==> config.mk <==
export PLATFORM = sky130hd
export DESIGN_NAME = rtc_counter_tamper_logic
export DESIGN_NICKNAME = d
export VERILOG_FILES = /design/src/rtc_pkg.sv /design/src/rtc_counter_tamper_logic.sv /design/src/rtc_tamper_filter.sv /design/src/rtc_prescaler.sv
export SDC_FILE = /design/constraint.sdc
export NUM_CORES = 1
export LEC_CHECK = 0
export ABC_AREA = 1
export BUFFER_PORTS_ARGS = -buffer_cell sky130_fd_sc_hd__buf_4
export CORE_ASPECT_RATIO = 1.1
export CORE_UTILIZATION = 30
export CTS_CLUSTER_DIAMETER = 80
export DETAILED_ROUTE_END_ITERATION = 7
export PLACE_DENSITY = 0.58
export SLEW_MARGIN = 20
export SYNTH_ARGS = -nofsm -noshare
export SYNTH_HDL_FRONTEND = slang
export SYNTH_SLANG_ARGS = --single-unit
export TNS_END_PERCENT = 100
==> constraint.sdc <==
create_clock -name pclk -period 2.05 [get_ports pclk]
set_input_delay 0.3075 -clock pclk [delete_from_list [all_inputs] [get_ports pclk]]
set_output_delay 0.3075 -clock pclk [all_outputs]
set_load 0.02 [all_outputs]
==> src/rtc_pkg.sv <==
// Shared constants, register map and carrier types of the real-time counter block
package rtc_pkg;

   // ****************************************
   // Sizes
   // ****************************************
   localparam int NUM_TAMPER = 4;
   localparam int GP_COUNT   = 4;
   localparam int PER_BITS   = 8;

   // ****************************************
   // Register offsets (byte addresses)
   // ****************************************
   localparam logic [7:0] OFS_CTRL_A         = 8'h00;
   localparam logic [7:0] OFS_CTRL_B         = 8'h04;
   localparam logic [7:0] OFS_TAMPER_CONTROL = 8'h08;
   localparam logic [7:0] OFS_INT_MASK       = 8'h0c;
   localparam logic [7:0] OFS_INT_STATUS     = 8'h10;
   localparam logic [7:0] OFS_COUNTER        = 8'h14;
   localparam logic [7:0] OFS_CALENDAR       = 8'h18;
   localparam logic [7:0] OFS_TIMESTAMP      = 8'h1c;
   localparam logic [7:0] OFS_SOURCE_ID      = 8'h20;
   localparam logic [7:0] OFS_SYNC_BUSY      = 8'h24;
   localparam logic [3:0] GP_PAGE            = 4'h3;

   // ****************************************
   // Field values and counts
   // ****************************************
   localparam logic [1:0]  ACT_OFF          = 2'h0;
   localparam logic [1:0]  ACT_ACTIVE_LAYER = 2'h3;
   localparam logic [1:0]  DEBOUNCE_COUNT   = 2'h3;
   localparam logic [3:0]  PRESCALER_OFF    = 4'h0;
   localparam logic [3:0]  STROBE_FULL      = 4'hf;
   localparam logic [31:0] RESET_WORD       = 32'h0;

   // ****************************************
   // Types
   // ****************************************
   typedef enum logic [1:0] {MODE_WIDE, MODE_HALF, MODE_CALENDAR, MODE_RESERVED} counter_mode_e;

   typedef struct packed {
      logic          count_read_sync_enable;
      logic [3:0]    prescaler;
      counter_mode_e mode;
      logic          enable;
   } ctrl_a_s;

   typedef struct packed {
      logic store_reset_on_tamper_enable;
      logic debounce_enable;
      logic majority_debounce_enable;
   } ctrl_b_s;

   typedef struct packed {
      logic overflow;
      logic periodic;
      logic tamper_event_flag;
   } irq_s;

   typedef struct packed {
      logic [7:0]  paddr;
      logic        psel;
      logic        penable;
      logic        pwrite;
      logic [31:0] pwdata;
      logic [3:0]  pstrb;
   } apb_req_s;

   typedef struct packed {
      logic [31:0] prdata;
      logic        pready;
      logic        pslverr;
   } apb_rsp_s;

   localparam ctrl_a_s CTRL_A_RESET = '0;
   localparam ctrl_b_s CTRL_B_RESET = '0;
   localparam irq_s    IRQ_RESET    = '0;

   // Byte-lane merge of a write into an old word
   function automatic logic [31:0] merge_bytes(input logic [31:0] old, input logic [31:0] wdata,
                                               input logic [3:0] strb);
      logic [31:0] r;
      r = old;
      for (int b = 0; b < 4; b++) begin
         if (strb[b]) begin
            r[b*8 +: 8] = wdata[b*8 +: 8];
         end
      end
      return r;
   endfunction

endpackage

==> src/rtc_counter_tamper_logic.sv <==
// Real-time counter with tamper detection, APB registers and interrupt
//
// Notes on behaviour
// - Narrow writes to counter or calendar in their active mode are dropped.
// - First counter read after enabling read sync returns a wrong value.
// - Majority debounce bit is stored but does not affect tamper filtering.
// - Enabling the block raises a spurious tamper event flag.
// - External reset during detection blocks the next timestamp capture.
// - Periodic events still fire with prescaler off when tamper features are on.
// - Reading the timestamp leaves the tamper event flag set.
// - Tamper detection clears general purpose store regardless of its enable bit.
// - Disabled, active layer input still detects and stamps, but no flag or id.
module rtc_counter_tamper_logic import rtc_pkg::*; (
   // Clock and reset
   input  wire logic                  pclk,
   input  wire logic                  presetn,
   // APB slave
   input  wire apb_req_s              apb_req,
   output apb_rsp_s                   apb_rsp,
   // Tamper pins and system events
   input  wire logic [NUM_TAMPER-1:0] tamper_in,
   input  wire logic                  ext_reset_seen,
   // Outputs
   output logic                       irq,
   output logic                       tamper_pulse,
   output logic      [PER_BITS-1:0]   periodic_event
);

   // ****************************************
   // State
   // ****************************************
   typedef struct packed {
      ctrl_a_s                         ctrl_a;
      ctrl_b_s                         ctrl_b;
      logic [2*NUM_TAMPER-1:0]         tamper_control;
      irq_s                            mask;
      irq_s                            status;
      irq_s                            rd_clear;
      logic [31:0]                     counter;
      logic [31:0]                     calendar;
      logic [31:0]                     timestamp;
      logic [NUM_TAMPER-1:0]           source_id;
      logic [GP_COUNT-1:0][31:0]       gp;
      logic [1:0]                      sync_busy_flags;
      logic                            first_sync_read;
      logic                            ts_blocked;
      logic [NUM_TAMPER-1:0]           level_d;
      logic [31:0]                     prdata;
      logic                            pslverr;
      logic                            irq;
      logic                            tamper_pulse;
   } state_s;

   // Block state outside the filter and prescaler, registered in one place
   state_s st;
   state_s next_st;

   logic [NUM_TAMPER-1:0] level;
   logic                  filt_busy;
   logic                  tick;
   logic [PER_BITS-1:0]   periodic;
   logic                  features_on;

   // ****************************************
   // Decode helpers
   // ****************************************

   // True when an address maps onto a register
   function automatic logic addr_mapped(input logic [7:0] a);
      logic r;

      r = (a[1:0] == 2'h0) && ((a <= OFS_SYNC_BUSY) || (a[7:4] == GP_PAGE));
      return r;
   endfunction

   // Full-width check for timekeeping registers in their active mode
   function automatic logic wide_ok(input counter_mode_e m, input logic is_cal,
                                    input logic [3:0] strb);
      logic r;
      // Other modes accept any strobe pattern
      r = 1'b1;

      if (!is_cal && m == MODE_WIDE) begin
         r = (strb == STROBE_FULL);
      end else if (!is_cal && m == MODE_HALF) begin
         r = (strb[1:0] == 2'h3);
      end else if (is_cal && m == MODE_CALENDAR) begin
         r = (strb == STROBE_FULL);
      end
      return r;
   endfunction

   // ****************************************
   // Submodules
   // ****************************************
   assign features_on = (st.tamper_control != '0) || st.ctrl_b.debounce_enable;

   // Majority option is not wired into the filter
   rtc_tamper_filter u_filter (
      .pclk            (pclk),
      .presetn         (presetn),
      .raw             (tamper_in),
      .debounce_enable (st.ctrl_b.debounce_enable),
      .level           (level),
      .busy            (filt_busy)
   );

   rtc_prescaler u_prescaler (
      .pclk        (pclk),
      .presetn     (presetn),
      .run         (st.ctrl_a.enable),
      .features_on (features_on),
      .prescaler   (st.ctrl_a.prescaler),
      .tick        (tick),
      .periodic    (periodic)
   );

   // ****************************************
   // Next-state logic
   // ****************************************
   always_comb begin
      logic                  setup;
      logic                  access;
      logic                  do_wr;
      logic [7:0]            a;
      logic [NUM_TAMPER-1:0] rise;
      logic [NUM_TAMPER-1:0] armed;
      logic [NUM_TAMPER-1:0] flagged;
      logic                  detect_any;
      logic                  flag_set;
      logic                  spurious;
      logic                  ovf;
      logic [31:0]           w;
      irq_s                  ev;
      ctrl_a_s               na;

      next_st = st;
      setup   = apb_req.psel && !apb_req.penable;
      access  = apb_req.psel && apb_req.penable;
      do_wr   = access && apb_req.pwrite && !st.pslverr;
      a       = apb_req.paddr;
      w       = RESET_WORD;
      ovf     = 1'b0;
      na      = st.ctrl_a;
      detect_any = 1'b0;
      flag_set   = 1'b0;
      spurious   = 1'b0;
      ev         = IRQ_RESET;

      // Tamper edge detection on filtered levels
      next_st.level_d = level;
      rise  = level & ~st.level_d;
      armed = '0;
      flagged = '0;

      for (int i = 0; i < NUM_TAMPER; i++) begin
         if (st.ctrl_a.enable) begin
            armed[i]   = st.tamper_control[2*i +: 2] != ACT_OFF;
            flagged[i] = armed[i];
         end else begin
            // Active layer keeps detecting while disabled, but unflagged
            armed[i] = st.tamper_control[2*i +: 2] == ACT_ACTIVE_LAYER;
         end
      end
      detect_any = |(rise & armed);

      // Timekeeping advance
      if (st.ctrl_a.enable && tick) begin
         unique case (st.ctrl_a.mode)
            MODE_WIDE: begin
               next_st.counter = st.counter + 32'h1;
               ovf = (st.counter == 32'hffff_ffff);
            end
            MODE_HALF: begin
               next_st.counter = {16'h0, st.counter[15:0] + 16'h1};
               ovf = (st.counter[15:0] == 16'hffff);
            end
            MODE_CALENDAR: begin
               next_st.calendar = st.calendar + 32'h1;
               ovf = (st.calendar == 32'hffff_ffff);
            end
            MODE_RESERVED: begin
               ovf = 1'b0;
            end
         endcase
      end

      // APB setup phase: latch read data and error, so outputs come from flops
      next_st.rd_clear = IRQ_RESET;

      if (setup) begin
         next_st.pslverr = !addr_mapped(a);
         next_st.prdata  = RESET_WORD;
         if (!apb_req.pwrite) begin
            if (a[7:4] == GP_PAGE) begin
               next_st.prdata = st.gp[a[3:2]];
            end else begin
               unique case (a)
                  OFS_CTRL_A:         next_st.prdata = {24'h0, st.ctrl_a};
                  OFS_CTRL_B:         next_st.prdata = {29'h0, st.ctrl_b};
                  OFS_TAMPER_CONTROL: next_st.prdata = {24'h0, st.tamper_control};
                  OFS_INT_MASK:       next_st.prdata = {29'h0, st.mask};
                  OFS_INT_STATUS: begin
                     next_st.prdata   = {29'h0, st.status};
                     next_st.rd_clear = st.status;
                  end
                  OFS_COUNTER: begin
                     // First synced value is stale: zero is shown once
                     if (st.ctrl_a.count_read_sync_enable && st.first_sync_read) begin
                        next_st.prdata          = RESET_WORD;
                        next_st.first_sync_read = 1'b0;
                     end else begin
                        next_st.prdata = st.counter;
                     end
                  end
                  OFS_CALENDAR:       next_st.prdata = st.calendar;
                  // Timestamp read has no side effect on the flag
                  OFS_TIMESTAMP:      next_st.prdata = st.timestamp;
                  OFS_SOURCE_ID:      next_st.prdata = {28'h0, st.source_id};
                  OFS_SYNC_BUSY:      next_st.prdata = {30'h0, st.sync_busy_flags};
                  default:            next_st.prdata = RESET_WORD;
               endcase
            end
         end
      end

      // APB access phase: writes take effect here
      // Busy lasts one cycle
      next_st.sync_busy_flags = 2'h0;

      if (do_wr) begin
         if (a[7:4] == GP_PAGE) begin
            next_st.gp[a[3:2]] = merge_bytes(st.gp[a[3:2]], apb_req.pwdata, apb_req.pstrb);
         end else begin
            unique case (a)
               OFS_CTRL_A: begin
                  w  = merge_bytes({24'h0, st.ctrl_a}, apb_req.pwdata, apb_req.pstrb);
                  na = ctrl_a_s'(w[7:0]);
                  next_st.ctrl_a = na;
                  next_st.sync_busy_flags = {na.count_read_sync_enable !=
                                             st.ctrl_a.count_read_sync_enable,
                                             na.enable != st.ctrl_a.enable};
                  if (na.count_read_sync_enable && !st.ctrl_a.count_read_sync_enable) begin
                     next_st.first_sync_read = 1'b1;
                  end
               end
               OFS_CTRL_B: begin
                  w = merge_bytes({29'h0, st.ctrl_b}, apb_req.pwdata, apb_req.pstrb);
                  next_st.ctrl_b = ctrl_b_s'(w[2:0]);
               end
               OFS_TAMPER_CONTROL: begin
                  w = merge_bytes({24'h0, st.tamper_control}, apb_req.pwdata, apb_req.pstrb);
                  next_st.tamper_control = w[7:0];
               end
               OFS_INT_MASK: begin
                  w = merge_bytes({29'h0, st.mask}, apb_req.pwdata, apb_req.pstrb);
                  next_st.mask = irq_s'(w[2:0]);
               end
               OFS_COUNTER: begin
                  // Narrow writes in the active counting mode are lost
                  if (wide_ok(st.ctrl_a.mode, 1'b0, apb_req.pstrb)) begin
                     next_st.counter = merge_bytes(st.counter, apb_req.pwdata, apb_req.pstrb);
                  end
               end
               OFS_CALENDAR: begin
                  if (wide_ok(st.ctrl_a.mode, 1'b1, apb_req.pstrb)) begin
                     next_st.calendar = merge_bytes(st.calendar, apb_req.pwdata,
                                                    apb_req.pstrb);
                  end
               end
               default: begin
                  w = RESET_WORD;
               end
            endcase
         end
      end

      // Enabling the block shows a false tamper
      spurious = next_st.ctrl_a.enable && !st.ctrl_a.enable;
      flag_set = spurious || (|(rise & flagged));

      // Tamper consequences
      if (detect_any) begin
         for (int g = 0; g < GP_COUNT; g++) begin
            next_st.gp[g] = RESET_WORD; // Store enable bit ignored
         end

         if (st.ts_blocked) begin
            next_st.ts_blocked = 1'b0; // Capture lost once
         end else begin
            next_st.timestamp = (st.ctrl_a.mode == MODE_CALENDAR) ? st.calendar : st.counter;
         end

         if (|(rise & flagged)) begin
            next_st.source_id = st.source_id | (rise & flagged);
         end
      end

      // Reset seen while a detection is settling poisons the next capture
      if (ext_reset_seen && (filt_busy || (|(rise & armed)))) begin
         next_st.ts_blocked = 1'b1;
      end
      next_st.tamper_pulse = detect_any;

      // Sticky status: set wins over read-clear
      ev.tamper_event_flag = flag_set;
      ev.periodic          = |periodic;
      ev.overflow          = ovf;

      next_st.status = (st.status & ~st.rd_clear) | ev;
      next_st.irq    = |(next_st.status & next_st.mask);
   end

   // ****************************************
   // State register
   // ****************************************
   always_ff @(posedge pclk or negedge presetn) begin
      if (!presetn) begin
         st <= '0;
      end else begin
         st <= next_st;
      end
   end

   // ****************************************
   // Outputs
   // ****************************************
   // Answer always comes in the access phase, one cycle after setup
   assign apb_rsp.prdata  = st.prdata;
   assign apb_rsp.pready  = 1'b1;
   assign apb_rsp.pslverr = st.pslverr && apb_req.psel && apb_req.penable;

   // Registered outputs
   assign irq             = st.irq;
   assign tamper_pulse    = st.tamper_pulse;
   assign periodic_event  = periodic;

endmodule

==> src/rtc_tamper_filter.sv <==
// Tamper pin synchroniser and stability debouncer
module rtc_tamper_filter import rtc_pkg::*; (
   // Clock and reset
   input  wire logic                  pclk,
   input  wire logic                  presetn,
   // Pins and control
   input  wire logic [NUM_TAMPER-1:0] raw,
   input  wire logic                  debounce_enable,
   // Filtered result
   output logic      [NUM_TAMPER-1:0] level,
   output logic                       busy
);

   typedef struct packed {
      logic [NUM_TAMPER-1:0]      sync1;
      logic [NUM_TAMPER-1:0]      sync2;
      logic [NUM_TAMPER-1:0]      level;
      logic [NUM_TAMPER-1:0][1:0] cnt;
   } filt_s;

   filt_s st;
   filt_s next_st;

   // Two-stage sync, then a level must differ for a run of samples to be taken
   always_comb begin
      next_st = st;
      next_st.sync1 = raw;
      next_st.sync2 = st.sync1;
      for (int i = 0; i < NUM_TAMPER; i++) begin
         if (!debounce_enable) begin
            next_st.level[i] = st.sync2[i];
            next_st.cnt[i]   = 2'h0;
         end else if (st.sync2[i] == st.level[i]) begin
            next_st.cnt[i] = 2'h0;
         end else if (st.cnt[i] == DEBOUNCE_COUNT - 2'h1) begin
            next_st.level[i] = st.sync2[i];
            next_st.cnt[i]   = 2'h0;
         end else begin
            next_st.cnt[i] = st.cnt[i] + 2'h1;
         end
      end
   end

   // State register
   always_ff @(posedge pclk or negedge presetn) begin
      if (!presetn) begin
         st <= '0;
      end else begin
         st <= next_st;
      end
   end

   assign level = st.level;
   assign busy  = |st.cnt; // A pending change counts as detection in progress

endmodule

==> src/rtc_prescaler.sv <==
// Prescaler divider with counter tick and periodic event pulses
module rtc_prescaler import rtc_pkg::*; (
   // Clock and reset
   input  wire logic                pclk,
   input  wire logic                presetn,
   // Control
   input  wire logic                run,
   input  wire logic                features_on,
   input  wire logic [3:0]          prescaler,
   // Pulses
   output logic                     tick,
   output logic      [PER_BITS-1:0] periodic
);

   typedef struct packed {
      logic [15:0]         div;
      logic                tick;
      logic [PER_BITS-1:0] periodic;
   } pre_s;

   pre_s st;
   pre_s next_st;

   // Tick every 2^prescaler cycles; periodic bit i on each wrap of div[i:0], none while prescaler and tamper features are both off
   always_comb begin
      logic [15:0] mask;
      logic [15:0] pm;
      mask = 16'((32'h1 << prescaler) - 32'h1);
      pm   = 16'h0;
      next_st     = st;
      next_st.div = run ? st.div + 16'h1 : 16'h0;
      next_st.tick = run && ((st.div & mask) == mask);
      for (int i = 0; i < PER_BITS; i++) begin
         pm = 16'((32'h2 << i) - 32'h1);
         // Prescaler off still fires periodics once tamper features are on
         next_st.periodic[i] = run && ((st.div & pm) == pm) &&
                               ((prescaler != PRESCALER_OFF) || features_on);
      end
   end

   // State register
   always_ff @(posedge pclk or negedge presetn) begin
      if (!presetn) begin
         st <= '0;
      end else begin
         st <= next_st;
      end
   end

   assign tick     = st.tick;
   assign periodic = st.periodic;

endmodule

==> results of run 1 <==
registers in the layout, indices dropped and copies added (netlist names):
register              flops
apb_rsp                  32
irq                       1
st                      265
tamper_pulse              1
u_filter.level            4
u_filter.next_st          4
u_filter.st              12
u_prescaler.periodic      8
u_prescaler.st           15
u_prescaler.tick          1
power breakdown:
group	internal [mW]	switching, mW	total [mW]	leakage (nW)
clock network	4.15	2.96	7.11	0.622
logic	0.359	0.700	1.06	6.35
registers	6.94	0.113	7.05	4.59
total	11.4	3.78	15.2	11.6
worst reg2reg max path, delay by kind of cell, from the launching register on:
| family | cells | cell delay, ps |
|---|---|---|
| AOI/OAI and AO/OA | 1 | 100 |
| buffers and inverters | 3 | 480 |
| and+or+nand+nor | 6 | 900 |
| DFF | 1 | 370 |
final timing paths:
check | from | to | slack, ps | cells past startpoint
max in group asynchronous | presetn | apb_rsp[18] | 1110 | 4
min reg2reg | u_filter.next_st[14] | u_filter.st[14] | 350 | 0
min | apb_req[19] | st[254] | 40 | 3
min in group asynchronous | presetn | u_filter.next_st[12] | 200 | 2
max | st[281] | st[43] | 70 | 10
max reg2reg | st[281] | st[43] | 70 | 10
routing by layer:
metal,GRT usage,up-vias,part of all wire
met5,0,-,0.00013
met4,0.0696,2,0.031
met3,0.0253,115,0.057
met2,0.348,590,0.46
met1,0.286,8705,0.45
li1,-,8865,-
area by class of cell:
type	count	area share
well taps	833	0.0449
repair buffers	288	0.112
inverters	205	0.0333
flip-flops and latches	343	0.370
clock inverters	14	0.00738
multi-input cells	1961	0.385
clock buffers	51	0.0474
timing repair:
item,CTS,global route
pin swaps,0,5
gates resized for setup,2,21
hold buffers,6,0
setup endpoints to repair,1,25
gates cloned,0,2
endpoints found under the hold margin,114,0
buffers inserted,0,5
kinds of logic (layout without fill, tap and decap cells):
kind of cell | Yosys count | in the layout | synth area share
compound gates | 309 | 309 | 0.0985
xor+xnor | 20 | 20 | 0.00920
fa+ha+maj | 7 | 7 | 0.00460
buf+inv | 354 | 558 | 0.0832
flops | 343 | 343 | 0.451
mux | 5 | 5 | 0.00269
other cells | 1 | 1 | 0.000197
simple gates | 1618 | 1619 | 0.351
cells in the final DEF, fill, tap and decap left out, types with 4 or more instances in the layout:
master         instances
nor2_2                20
nand2_1             1113
clkinv_1               5
o21a_1                 5
nor2_1               162
clkinv_2               8
o211ai_1              15
nor4_1                 8
a21oi_1               33
buf_4                247
clkbuf_16             39
mux2i_1                4
nor3_1                29
xnor2_1                5
o21ai_0              122
inv_2                 12
dlygate4sd3_1          6
clkbuf_8              10
xor2_1                15
dfrtp_1              341
nand2_2               11
o221ai_1               8
nand2_4                4
nand3_1              218
ha_1                   7
nor2_4                 9
o21ai_1               37
o2111ai_1             17
a22oi_1               44
buf_12                32
nand3b_1               5
inv_1                185
nand4_1               28
o22ai_1               13
==> flow_summary.ini, run 1 <==
[status]
status = completed

[grt]
grt_remaining_overflow = 0
antenna_found_initial = 1
grt_pass1_vias = 17775
grt_max_degree = 69
grt_pass1_wl_um = 106000
grt_usage = 0.211

[yosys]
syn_area_per_cell_um2 = 7.17
yosys.area.top_type = dfrtp_1
seq_area_frac_synth = 0.451
ys_ff_latch = 343
synth_common_cells = 1,115 x nand2_1, 343 x dfrtp_1, 219 x nand3_1
synth.area.top_cells = dfrtp_1 45%, nand2_1 22%, nand3_1 5.8%, inv_1 3.7%, nor2_1 3.4%
synth_edf_count = 0
synth_ff_type = dfrtp_1
synth_cells = 2657
syn-num-nets = 2718
synth_top_cell_area_share = 0.451
ys_async_sr_fraction = 1.00
synth.most_common_cell = nand2_1
synth_area_mm2 = 0.0190
yosysWarnings = 0
ys_types = 54

[timing]
holdWs_ps = 37.5
fmax_mhz = 505
finalSetupViolCount = 0
maxSlewHeadroom = 0.614
skew_ps = 22.5
fin_crit_ps = 1980
layout_setup_ws_ps = 69.7
min_period_over_period = 0.966
fin_setup_tns_ps = 0
slew_viol_final = 0
hold_viol_final = 0
worst_pin_slew_ps = 573

[drt]
num_vias = 18277
viasPerCell = 4.95
drtPass1Iterations = 6
drc = 0
drtAntennaViolNets = 0
drt_iter0_drc = 1535
drt_wl_total_um = 68300
wl_per_cell_um = 18.5

[critical_path]
path_cells = or2_1, nand3_1, nand2_1, nor2_4, nand2_4, buf_4, nor2_4, buf_12, buf_4, o21ai_0
arrival_ps = 2430
crit_family = simple AND/OR/NAND/NOR gates
path_buf_inv = 3
crit_path_start_kind = flop
crit_slowest_cell = dfrtp_1
slowest_delay_ps = 370
setup.worst_path.end_class = flop
cp_max_fo = 10
worstSetupPathType = reg2reg
critPathRequiredTime_ps = 2500

[power]
fin_total_pwr_mw = 15.2
peakVddDrop_uv = 441
leakage_nw = 11.6
p_per_area_mw_per_mm2 = 655

[placement]
placed_area_mm2 = 0.0218
routabilityCongestion = 0.986
dp.final_hpwl_um = 51200
dp.cells = 3617
portBuffers = 96
place_ws_ps = -54.7

[min_path]
worstHoldPathType = in2reg

[cts]
clock-sinks = 343
clk_path_buf_depth = 3
clock_latency_ps = 580
htree_levels = 2
cts.clk_slew.worst_paths_ps = 60
cts_tree = done
numCtsBuffers = 38
cts-root-buf = clkbuf_16

[floorplan]
core_region_area_mm2 = 0.0626
die_w_um = 242
dieArea_mm2 = 0.0645
initial_core_util = 0.304
io_pins = 98
fp-row-count = 96
die_h_um = 266

[layout]
final_area_mm2 = 0.0232
post-route-util = 0.371
antennaDiodeCount = 0
regArea_mm2 = 0.00859
area_growth_pct = 22.0
fin_cells = 3695
multi_input_area_mm2 = 0.00895
finalNetCount = 2898
nFillCells = 6554
drive_above_1_share = 0.147

[flow_run]
maxCapViolCount = 0
No activity file was read; power rests on OpenSTA's default activity.
==> inputs of run 2 (changes only) <==
--- a/config.mk
+++ b/config.mk
@@ -5,13 +5,12 @@
 export SDC_FILE = /design/constraint.sdc
 export NUM_CORES = 1
 export LEC_CHECK = 0
-export ABC_AREA = 1
 export BUFFER_PORTS_ARGS = -buffer_cell sky130_fd_sc_hd__buf_4
 export CORE_ASPECT_RATIO = 1.1
 export CORE_UTILIZATION = 30
 export CTS_CLUSTER_DIAMETER = 80
 export DETAILED_ROUTE_END_ITERATION = 7
-export PLACE_DENSITY = 0.58
+export PLACE_DENSITY = 0.59
 export SLEW_MARGIN = 20
 export SYNTH_ARGS = -nofsm -noshare
 export SYNTH_HDL_FRONTEND = slang
==> flow_summary.ini, run 2 <==
[floorplan]
initial_core_util = 0.304
fp-row-count = 93
die_h_um = 257
die_w_um = 234
dieArea_mm2 = 0.0603
io_pins = 98
core_region_area_mm2 = 0.0585

[timing]
fin_crit_ps = 2230
skew_ps = 24.0
finalSetupViolCount = 151
layout_setup_ws_ps = -175
worst_pin_slew_ps = 787
hold_viol_final = 0
min_period_over_period = 1.09
maxSlewHeadroom = 0.460
holdWs_ps = 12.1
slew_viol_final = 0
fmax_mhz = 449
fin_setup_tns_ps = -9930
rsz0062_at_grt = true

[grt]
use_met1 = 0.307
grt_usage = 0.240
top_usage_layer = met2
grt_remaining_overflow = 0
grt_pass1_vias = 17052
gr-usage-met2 = 0.392
grtUsageMet3 = 0.0427
antenna_found_initial = 2
grt_pass1_wl_um = 109000
grt_max_degree = 77

[layout]
final_common_cell = buf_4
area_growth_pct = 49.4
post-route-util = 0.454
fin_cells = 2861
regArea_mm2 = 0.00859
final_area_mm2 = 0.0266
regMostFlops = st
drive_above_1_share = 0.428
largest_reg_flops = 265
multi_input_area_mm2 = 0.0107
nFillCells = 5240
layout_common_cells = 357 x buf_4, 340 x dfrtp_1, 170 x nand2_1, 89 x nor2_1, 61 x o2bb2ai_2
finalNetCount = 2134

[critical_path]
setup.worst_path.end_class = flop
crit_path_start_kind = flop
cp_max_fo = 7
path_cells = or2_4, or3_4, ha_4, buf_4, a21o_1, a32oi_2, o22ai_2, nor4_4
arrival_ps = 2690
worstSetupPathType = reg2reg
crit_slowest_cell = dfrtp_1
critPathRequiredTime_ps = 2520
slowest_delay_ps = 370

[yosys]
synth_common_cells = 343 x dfrtp_1, 184 x nand2_1, 129 x o2bb2ai_1
ys_async_sr_fraction = 1.00
synth_cells = 1720
syn_area_per_cell_um2 = 10.3
ys_types = 84
yosys.area.top_type = dfrtp_1
syn-num-nets = 1781
seq_area_frac_synth = 0.483
yosysWarnings = 0
synth.most_common_cell = dfrtp_1
synth.area.top_cells = dfrtp_1 48%, o2bb2ai_1 6.4%, mux4_2 4.2%, nand2_1 3.9%, mux2i_1 2.5%
synth_area_mm2 = 0.0178
synth_ff_type = dfrtp_1
ys_ff_latch = 343
synth_top_cell_area_share = 0.483
synth_edf_count = 0

[power]
pwr-share-clk = 0.466
peakVddDrop_uv = 506
fin_total_pwr_mw = 15.2
leakage_nw = 11.4
pwr-share-comb = 0.078
p_int_mw = 11.4
p_per_area_mw_per_mm2 = 572
switching_share = 0.249
switching_power_mw = 3.78
pwr-share-seq = 0.456

[min_path]
worstHoldPathType = in2reg

[placement]
routabilityCongestion = 0.931
dp.cells = 2696
portBuffers = 96
dp.final_hpwl_um = 46800
placed_area_mm2 = 0.0213
place_ws_ps = -569

[cts]
clk_path_buf_depth = 3
numCtsBuffers = 39
clock-sinks = 343
clock_latency_ps = 580
cts-root-buf = clkbuf_16
cts.clk_slew.worst_paths_ps = 60
htree_levels = 2
cts_tree = done

[drt]
num_vias = 16903
drt_iter0_drc = 1782
drt_wl_total_um = 76200
drc = 8
drtAntennaViolNets = 0
wl_per_cell_um = 26.6
viasPerCell = 5.91
drtPass1Iterations = 8

[status]
violations = design-rule violations, negative setup slack
status = finished, violations left

[flow_run]
maxCapViolCount = 0
## run 2: changes by cell type in the layout (fill, tap and decap cells not counted), moves of 32 or more
cell,delta
a22oi_1,-32
nand3_1,-162
inv_1,-156
a31oi_1,+48
o2bb2ai_2,+61
o21ai_0,-94
nor2_1,-73
buf_6,+46
buf_4,+110
mux4_2,+33
o2bb2ai_4,+53
mux2i_1,+41
nand2_1,-943
## run 2: repair_timing
| action | CTS | global route |
|---|---|---|
| endpoints found under the setup margin | 213 | 211 |
| gates resized for setup | 287 | 213 |
| endpoints found under the hold margin | 351 | 0 |
| setup buffers | 40 | 31 |
| cloned | 19 | 9 |
| hold buffers | 9 | 0 |
| pin swaps | 129 | 65 |
## run 2: worst paths after layout
check	start	endpoint	slack [ps]	cells past startpoint
setup reg to reg	st[295]	u_prescaler.tick	-180	8
hold / removal	apb_req[20]	st[255]	10	3
max in group asynchronous	presetn	apb_rsp[22]	1170	3
min in group asynchronous	presetn	st[278]	160	2
setup / recovery	st[295]	u_prescaler.tick	-180	8
hold reg to reg	u_filter.next_st[12]	u_filter.st[12]	350	0
## run 2: layer usage
metal	wire [um]	vias to the layer above
li1	-	7155
met1	29800	8635
met2	36100	827
met3	5720	284
met4	4550	2
met5	11	-
## run 2: cell families after synthesis
kind of cell	synth area share
other cells	0.000211
fa+ha+maj	0.00493
flops	0.483
xor+xnor	0.0113
mux	0.0830
compound gates	0.199
buf+inv	0.0558
simple gates	0.163
## run 2: worst max-delay path: cells and delay by family, from the launching register on
kind | cells | cell delay [ps]
fa+ha+maj | 1 | 200
simple gates | 3 | 940
compound gates | 3 | 470
flops | 1 | 370
buf+inv | 1 | 130
## run 2: layout make-up
type,instances,area share
Antenna cell,1,0.0000942
Multi-Input combinational cell,1173,0.405
Timing Repair Buffer,486,0.185
Clock inverter,13,0.00622
Tap cell,760,0.0358
Inverter,30,0.00433
Clock buffer,55,0.0409
Sequential cell,343,0.323
## run 2: power by group through the flow
stage / clock network, mW / registers [mW] / logic, mW
after floorplan: 0 / 7.03 / 0.406
after global placement: 0 / 7.03 / 1.02
after detailed placement: 0 / 7.04 / 1.03
after CTS: 7.18 / 6.92 / 1.12
after global routing: 7.42 / 6.94 / 1.25
final: 7.08 / 6.93 / 1.18
